$ cat config.mk
export PLATFORM = sky130hd
export DESIGN_NAME = hmc_holdover_ctrl
export DESIGN_NICKNAME = d
export VERILOG_FILES = /design/src/verilog/hmc_pkg.sv /design/src/verilog/hmc_freq_select.sv /design/src/verilog/hmc_holdover_ctrl.sv
export SDC_FILE = /design/constraint.sdc
export NUM_CORES = 1
export LEC_CHECK = 0
export ABC_AREA = 1
export BUFFER_PORTS_ARGS = -buffer_cell sky130_fd_sc_hd__buf_2
export CAP_MARGIN = 15
export CORE_UTILIZATION = 50
export DETAILED_ROUTE_END_ITERATION = 6
export PLACE_DENSITY_LB_ADDON = 0.2
export SLEW_MARGIN = 0
export SYNTH_ARGS = -nofsm -noshare
export SYNTH_HDL_FRONTEND = slang
export SYNTH_SLANG_ARGS = --single-unit
$ cat constraint.sdc
create_clock -name mclk -period 2.5 [get_ports mclk]
set_input_delay 0.625 -clock mclk [delete_from_list [all_inputs] [get_ports mclk]]
set_output_delay 0.625 -clock mclk [all_outputs]
set_load 0.05 [all_outputs]
$ cat src/verilog/hmc_pkg.sv
package hmc_pkg;

    // register map
    localparam logic [7:0]  ADDR_HOLD_FREQ_LO   = 8'h3e;  // manual hold frequency [15:8]
    localparam logic [7:0]  ADDR_HOLD_CTRL      = 8'h40;  // hold_behaviour_control
    localparam logic [7:0]  HOLD_CTRL_RESET     = 8'h88;
    localparam logic [15:0] HOLD_FREQ_LO_RESET  = 16'h0000;

    // field positions in hold_behaviour_control
    localparam int BIT_AUTO_AVG   = 7;
    localparam int BIT_FAST_AVG   = 6;
    localparam int BIT_READ_AVG   = 5;
    localparam int MINI_MODE_HI   = 4;
    localparam int MINI_MODE_LO   = 3;
    localparam int FREQ_TOP_HI    = 2;

    // mini-holdover source selection
    typedef enum logic [1:0] {
        HMC_MINI_AS_FULL = 2'b00,
        HMC_MINI_FREEZE  = 2'b01,
        HMC_MINI_FAST    = 2'b10,
        HMC_MINI_SLOW    = 2'b11
    } hmc_mini_e;

    // loop state seen from the timing loop
    typedef enum logic [1:0] {
        HMC_ST_LOCKED = 2'b00,
        HMC_ST_MINI   = 2'b01,
        HMC_ST_FULL   = 2'b10,
        HMC_ST_FREE   = 2'b11
    } hmc_state_e;

    // frequency sources offered by the loop
    typedef struct packed {
        logic [18:0] instant;
        logic [18:0] fast_avg;
        logic [18:0] slow_avg;
    } hmc_freq_s;

endpackage : hmc_pkg
$ cat src/verilog/hmc_freq_select.sv
`timescale 1ns/1ps
`default_nettype none
module hmc_freq_select (
    // clock and reset
    input  wire logic              mclk,
    input  wire logic              srst,
    // selection
    input  wire logic [1:0]        src_sel,
    input  wire logic              capture,
    input  wire hmc_pkg::hmc_freq_s freqs,
    // result
    output logic [18:0]            freq_out
);

    logic [18:0] frozen_reg;

    // hold the instantaneous value caught at entry
    always_ff @(posedge mclk) begin
        if (srst) begin
            frozen_reg <= '0;
        end else if (capture) begin
            frozen_reg <= freqs.instant;
        end
    end

    // pick the frequency source
    always_comb begin
        case (src_sel)
            2'b00:   freq_out = frozen_reg;
            2'b01:   freq_out = freqs.fast_avg;
            2'b10:   freq_out = freqs.slow_avg;
            default: freq_out = frozen_reg;
        endcase
    end

endmodule : hmc_freq_select
`default_nettype wire

$ cat src/verilog/hmc_holdover_ctrl.sv
// Summary of operation
// - read_average 0: manual frequency word reads back the written value
// - read_average 1: word reads fast or slow average per fast_averaging
// - mini-holdover runs as holdover, frequency from instant, fast or slow
// - mode 00: mini-holdover uses the full holdover method
// - mode 01: frequency frozen at instantaneous value on entry
// - mode 10: frequency taken from fast averager
// - control register read/write, resets to 8'h88
//
// Strobed register access was decided locally.
`timescale 1ns/1ps
`default_nettype none
module hmc_holdover_ctrl (
    // clock and reset
    input  wire logic               mclk,
    input  wire logic               srst,
    // register port
    input  wire logic [7:0]         reg_addr,
    input  wire logic [7:0]         reg_wdata,
    input  wire logic               reg_wr,
    input  wire logic               reg_rd,
    output logic [7:0]              reg_rdata,
    // timing loop status
    input  wire logic               loop_locked,
    input  wire logic               ref_lost,
    input  wire logic               ref_dead,
    input  wire logic               ref_back,
    input  wire hmc_pkg::hmc_freq_s loop_freqs,
    // timing loop control
    output logic [1:0]              loop_state,
    output logic [18:0]             hold_freq,
    output logic                    hold_active
);

    ////////////////////////////////////////////////////////////////////////
    // registers

    logic [7:0]          ctrl_reg;
    logic [15:0]         man_lo_reg;
    hmc_pkg::hmc_state_e state_reg;
    hmc_pkg::hmc_state_e state_next;
    logic [1:0]          mini_src;
    logic [1:0]          full_src;
    logic [1:0]          sel;
    logic                enter_hold;
    logic [18:0]         sel_freq;
    logic [18:0]         manual_word;
    logic [18:0]         avg_word;
    logic [18:0]         rd_word;

    // control register
    always_ff @(posedge mclk) begin
        if (srst) begin
            ctrl_reg <= hmc_pkg::HOLD_CTRL_RESET;
        end else if (reg_wr && reg_addr == hmc_pkg::ADDR_HOLD_CTRL) begin
            ctrl_reg <= reg_wdata;
        end
    end

    // lower manual frequency bytes at 0x3e and 0x3f
    always_ff @(posedge mclk) begin
        if (srst) begin
            man_lo_reg <= hmc_pkg::HOLD_FREQ_LO_RESET;
        end else if (reg_wr && reg_addr == hmc_pkg::ADDR_HOLD_FREQ_LO) begin
            man_lo_reg[15:8] <= reg_wdata;
        end else if (reg_wr && reg_addr == hmc_pkg::ADDR_HOLD_FREQ_LO + 8'h01) begin
            man_lo_reg[7:0] <= reg_wdata;
        end
    end

    ////////////////////////////////////////////////////////////////////////
    // readback

    assign manual_word = {ctrl_reg[hmc_pkg::FREQ_TOP_HI:0], man_lo_reg};
    assign avg_word    = ctrl_reg[hmc_pkg::BIT_FAST_AVG] ? loop_freqs.fast_avg
                                                         : loop_freqs.slow_avg;
    assign rd_word     = ctrl_reg[hmc_pkg::BIT_READ_AVG] ? avg_word
                                                         : manual_word;

    // read data stand one cycle after the strobe
    always_ff @(posedge mclk) begin
        if (srst) begin
            reg_rdata <= 8'h00;
        end else if (reg_rd) begin
            case (reg_addr)
                hmc_pkg::ADDR_HOLD_CTRL:
                    reg_rdata <= {ctrl_reg[7:3], rd_word[18:16]};
                hmc_pkg::ADDR_HOLD_FREQ_LO:
                    reg_rdata <= rd_word[15:8];
                hmc_pkg::ADDR_HOLD_FREQ_LO + 8'h01:
                    reg_rdata <= rd_word[7:0];
                default:
                    reg_rdata <= 8'h00;
            endcase
        end else begin
            reg_rdata <= 8'h00;
        end
    end

    ////////////////////////////////////////////////////////////////////////
    // loop state

    // locked loses reference: mini-holdover; dead input: full holdover
    always_comb begin
        case (state_reg)
            hmc_pkg::HMC_ST_LOCKED:
                state_next = ref_lost ? hmc_pkg::HMC_ST_MINI : hmc_pkg::HMC_ST_LOCKED;
            hmc_pkg::HMC_ST_MINI:
                state_next = ref_back ? hmc_pkg::HMC_ST_LOCKED
                           : ref_dead ? hmc_pkg::HMC_ST_FULL : hmc_pkg::HMC_ST_MINI;
            hmc_pkg::HMC_ST_FULL:
                state_next = loop_locked ? hmc_pkg::HMC_ST_LOCKED : hmc_pkg::HMC_ST_FULL;
            hmc_pkg::HMC_ST_FREE:
                state_next = loop_locked ? hmc_pkg::HMC_ST_LOCKED : hmc_pkg::HMC_ST_FREE;
            default:
                state_next = hmc_pkg::HMC_ST_FREE;
        endcase
    end

    always_ff @(posedge mclk) begin
        if (srst) begin
            state_reg <= hmc_pkg::HMC_ST_FREE;
        end else begin
            state_reg <= state_next;
        end
    end

    ////////////////////////////////////////////////////////////////////////
    // source selection

    // full holdover method: averaged when auto_averaging set, else frozen
    assign full_src = ctrl_reg[hmc_pkg::BIT_AUTO_AVG]
                    ? (ctrl_reg[hmc_pkg::BIT_FAST_AVG] ? 2'b01 : 2'b10)
                    : 2'b00;

    // mini-holdover source
    always_comb begin
        case (hmc_pkg::hmc_mini_e'(ctrl_reg[hmc_pkg::MINI_MODE_HI:hmc_pkg::MINI_MODE_LO]))
            hmc_pkg::HMC_MINI_AS_FULL: mini_src = full_src;
            hmc_pkg::HMC_MINI_FREEZE:  mini_src = 2'b00;
            hmc_pkg::HMC_MINI_FAST:    mini_src = 2'b01;
            hmc_pkg::HMC_MINI_SLOW:    mini_src = 2'b10;
            default:                   mini_src = full_src;
        endcase
    end

    // mini-holdover uses the same machinery as holdover
    assign sel        = (state_reg == hmc_pkg::HMC_ST_MINI) ? mini_src : full_src;
    assign enter_hold = (state_reg == hmc_pkg::HMC_ST_LOCKED) && ref_lost;

    hmc_freq_select u_sel (
        .mclk     (mclk),
        .srst     (srst),
        .src_sel  (sel),
        .capture  (enter_hold),
        .freqs    (loop_freqs),
        .freq_out (sel_freq)
    );

    // registered loop outputs
    always_ff @(posedge mclk) begin
        if (srst) begin
            loop_state  <= 2'b11;
            hold_freq   <= '0;
            hold_active <= 1'b0;
        end else begin
            loop_state  <= state_reg;
            hold_freq   <= sel_freq;
            hold_active <= (state_reg == hmc_pkg::HMC_ST_MINI) ||
                           (state_reg == hmc_pkg::HMC_ST_FULL);
        end
    end

endmodule : hmc_holdover_ctrl
`default_nettype wire

Yosys cells after proc, flatten, opt, wreduce, memory -nomap -nowiden

Index checks and enable logic that the tools add are counted.

Input bits: 81
Bits in registers: 75
Logic and storage cells: 45
Output and inout bits: 30

Mux-type cells: 14
Equality and inequality tests: 11
Reduce and logical (&&, ||, !) cells: 9
Bitwise gates (word level): 2

Operators by type and width:

| cell                 | count |
|---|---|
| $mux W19             | 2 |
| $pmux W19 S2         | 1 |
| $pmux W8 S3          | 1 |
| $eq A8 B6 Y1 const B | 2 |
| $pmux W2 S4          | 2 |
| $mux W2              | 7 |
| $eq A2 B2 Y1 const B | 5 |
| $eq A8 B7 Y1 const B | 1 |
| $eq A2 B1 Y1 const B | 3 |
| $logic_and A1 B1 Y1  | 4 |
| $logic_not A2 Y1     | 2 |
| $not A1 Y1           | 2 |
| $reduce_and A2 Y1    | 1 |
| $reduce_or A2 Y1     | 1 |
| $logic_or A1 B1 Y1   | 1 |
| $mux W1              | 1 |

Depth between registers and ports, before layout

Depth in word-level cells: 6
Gate-level depth with buffers: 11
Depth with buffers taken out: 10

Hierarchy

A second synthesis with hierarchy kept.

Cells, all modules: 635
Area total of the unflattened synthesis: 3982.6 um^2

By module, submodules not included:

| module            | times used | cells an instance | area each (um^2) | seq. area each (um^2) |
|---|---|---|---|---|
| hmc_holdover_ctrl | 1          | 427               | 2723.9           | 1121.1 |
| hmc_freq_select   | 1          | 208               | 1258.7           | 380.4 |

Worst setup path after synthesis

OpenSTA, ideal clock, no wires.

Kind: register to register
Start point: register state_reg[1]
End point: register hold_freq[10]
Arrival: 1.832 ns
Period minus slack after synthesis: 1.901 ns
Library setup time: 0.070 ns
Path slack: 0.599 ns
Data required time: 2.430 ns
Path buffers: 2
Stages on the path, launching flop included: 11
Cells stage by stage: dfxtp_1 -> inv_1 -> ha_1 -> nand2_1 -> nand2_1 -> o21a_1 -> ha_1 -> buf_2 -> clkbuf_1 -> a21oi_1 -> a21oi_1

Longest elaborated chain between the ends: 4
Elaborated cells between the ends (all ways): 5
Classes of those cells: eq/ne: 3; mux: 2

RTL lines:

| item                                         | line                     | text |
|---|---|---|
| start: declaration                           | hmc_holdover_ctrl.sv:40  | `hmc_pkg::hmc_state_e state_reg;` |
| start signal: assignment                     | hmc_holdover_ctrl.sv:122 | `state_reg <= hmc_pkg::HMC_ST_FREE;` |
| start signal: assignment                     | hmc_holdover_ctrl.sv:124 | `state_reg <= state_next;` |
| $eq A2 B1 Y1 *                               | hmc_holdover_ctrl.sv:148 | `assign sel = (state_reg == hmc_pkg::HMC_ST_MINI) ? mini_src : full_src;` |
| $mux W2 *                                    | hmc_holdover_ctrl.sv:148 |  |
| $eq A2 B2 Y1 or $eq A2 B1 Y1 (tied branches) | hmc_freq_select.sv:28    | `case (src_sel)` |
| $pmux W19 S2 *                               | hmc_freq_select.sv:28    |  |
| end signal: assignment                       | hmc_holdover_ctrl.sv:168 | `hold_freq <= sel_freq;` |
| end: declaration                             | hmc_holdover_ctrl.sv:31  | `output logic [18:0] hold_freq,` |

Every way passes the cells marked *; elsewhere a longest branch is shown, timed or not.
A chain may end at the register's enable or synchronous reset.

Worst setup path in the final report

Start point: register state_reg[1]
End point: register hold_freq[13]

The elaborated chain is that of the path after synthesis.

==> results.py <==
metrics = {
    "cts": {
        "clk_latency_ns": 0.36,
        "cts_repair_resize_count": 0,
        "htree_levels": 3,
        "cts_hold_buf": 0,
        "postCtsSetupBuffers": 0,
        "cts_sinks": 75,
        "cts_root_buf": "clkbuf_8",
        "cts_tree": "done",
        "clk_path_buf_depth": 2,
        "cts_inserted_buffers": 9,
        "path_clk_slew_ns": 0.09,
    },
    "cells_and_area": {
        "instances_no_fill": 766,
        "layout_common_cells": "nand2_1, buf_2, dfxtp_1, nor2_1",
        "area_growth_pct": 21.0,
        "drive_gt1_frac": 0.213,
        "antennaDiodeCount": 0,
        "area.sequential_um2": 1500,
        "final_common_cell": "nand2_1",
        "fillers": 651,
        "final_nets": 753,
        "multi_input_area_um2": 1800,
    },
    "floorplan": {
        "die_width_um": 87.9,
        "die_h_um": 87.9,
        "rows": 30,
        "start_util": 0.532,
        "die_area_um2": 7730,
        "core_um2": 6940,
        "io_pins": 111,
    },
    "synthesis": {
        "synth_top_cell_area_share": 0.407,
        "yosysTopAreaCell": "dfxtp_1",
        "synth.distinct_cells": 26,
        "ys_ff_latch": 75,
        "ys_top_cells_by_area": "dfxtp_1, nand2_1, a21oi_1, nor2_1, nand3_1",
        "ys_warn_count": 0,
        "synth_cells": 566,
        "syn_area_um2": 3690,
        "syn_nets": 654,
        "syn_area_per_cell_um2": 6.52,
        "synth-seq-area-share": 0.407,
    },
    "worst_setup_path": {
        "cp.arrival_ns": 2.42,
        "critPathBufInv": 2,
        "critPathMaxFanout": 19,
        "crit_type": "reg2reg",
        "cp_top_family": "adder cells",
        "cp.required_ns": 2.80,
        "crit_chain": "inv_1 > ha_1 > nand2_1 > nand2_1 > o21a_1 > inv_1 > ha_1 > a21oi_1 > a21oi_1",
        "cp-end-kind": "flop",
        "critPathLaunchType": "flop",
        "slowest_delay_ns": 0.61,
        "critPathSlowestCell": "ha_1",
    },
    "min_path": {
        "hp-class": "reg2reg",
    },
    "route": {
        "dr.pass1.iters": 6,
        "drt-vias-per-instance": 5.04,
        "drt-total-wl_um": 9600,
        "vias": 3859,
        "detail-route-antenna-nets": 0,
        "avgRoutedWirePerCell_um": 12.5,
        "drt_iter0_drc": 245,
        "highest_layer": "met4",
        "drc_errors": 0,
        "met1_length_um": 4200,
        "met3_length_um": 632,
        "wl_met2_um": 4580,
    },
    "place": {
        "port_buffers": 110,
        "gp_congestion": 0.909,
        "place_inst": 750,
        "dp_hpwl_um": 7180,
    },
    "sta": {
        "relSlewSlack": 0.522,
        "tns_ns": 0,
        "tightestPinTransition_ns": 0.717,
        "final_max_slew_viol_count": 0,
        "timing.fmax_ghz": 0.472,
        "hold_viol": 0,
        "fin_crit_ns": 2.12,
        "setup_viol_count_final": 0,
        "grt_setup_unrepaired": "false",
        "fin_crit_sh": 0.848,
        "clock_skew_ns": 0.00714,
    },
    "global_routing": {
        "grt_pass1_vias": 3596,
        "grt_max_degree": 46,
        "grt_use_total": 0.268,
        "antenna_found_initial": 0,
        "grt_overflow": 0,
        "grt_pass1_wl_um": 15900,
    },
    "outcome": {
        "status": "completed",
    },
    "power_and_ir_drop": {
        "ir_drop_mv": 0.364,
        "p_leak_nw": 2.25,
        "p_per_area_nw_per_um2": 592,
    },
    "flow_run": {
        "maxCapViolations": 0,
    },
}
kinds of logic after synthesis:
family	after synthesis	synth area share
compound gates	105	0.144
fa+ha+maj	7	0.0237
buf+inv	92	0.105
flops	75	0.407
simple gates	287	0.320
cells in the mapped netlist (all sizes together):
cell type,count
a21oi,58
buf,19
clkbuf,10
clkinv,2
dfxtp,75
ha,7
inv,61
nand2,172
nand3,44
nand4,2
nor2,69
o21a,1
o21ai,44
o21bai,1
o22ai,1
final cells by class:
cell class	instances	share of cell area
Clock buffer	10	0.0308
Clock inverter	6	0.0112
Timing Repair Buffer	117	0.138
Multi-Input combinational cell	399	0.403
Tap cell	96	0.0269
Inverter	63	0.0541
Sequential cell	75	0.336
report_power, final:
| part | leakage, nW | internal [W] | switching, W | total [W] |
|---|---|---|---|---|
| combinational | 1.55 | 0.000150 | 0.000339 | 0.000489 |
| clock | 0.0891 | 0.000395 | 0.000484 | 0.000880 |
| sequential | 0.612 | 0.00125 | 0.0000229 | 0.00128 |
final timing paths:
check	start	to	slack, ns	cells after the start
max reg2reg	state_reg[1]	hold_freq[13]	0.38	9
min reg2reg	man_lo_reg[3]	man_lo_reg[3]	0.46	2
min	man_lo_reg[3]	man_lo_reg[3]	0.46	2
max	state_reg[1]	hold_freq[13]	0.38	9
tightest hold or removal path: cells and delay by family (launching register included):
kind	cells	cell delay (ns)
DFF	1	0.31
AOI/OAI and AO/OA	1	0.05
and+or+nand+nor	1	0.06
layer usage:
metal | GRT usage | up-vias
li1 | - | 1970
met1 | 0.330 | 1724
met2 | 0.456 | 145
met3 | 0.0424 | 20
met4 | 0.128 | 0
met5 | 0 | -
metrics by stage:
stage / hold slack, ns / setup slack, ns / instance area [um^2] / utilization / total power (W)
2_1_floorplan: 0.441 / 0.599 / 3690 / - / 0.00163
3_3_place_gp: 0.449 / 0.583 / 4280 / 0.616 / 0.00178
3_5_place_dp: 0.454 / 0.395 / 4280 / 0.616 / 0.00179
4_1_cts: 0.466 / 0.372 / 4470 / 0.643 / 0.00266
5_1_grt: 0.484 / 0.156 / 4470 / 0.643 / 0.00278
6_report: 0.464 / 0.380 / 4470 / 0.643 / 0.00265
(Power assumes the default switching activity.)
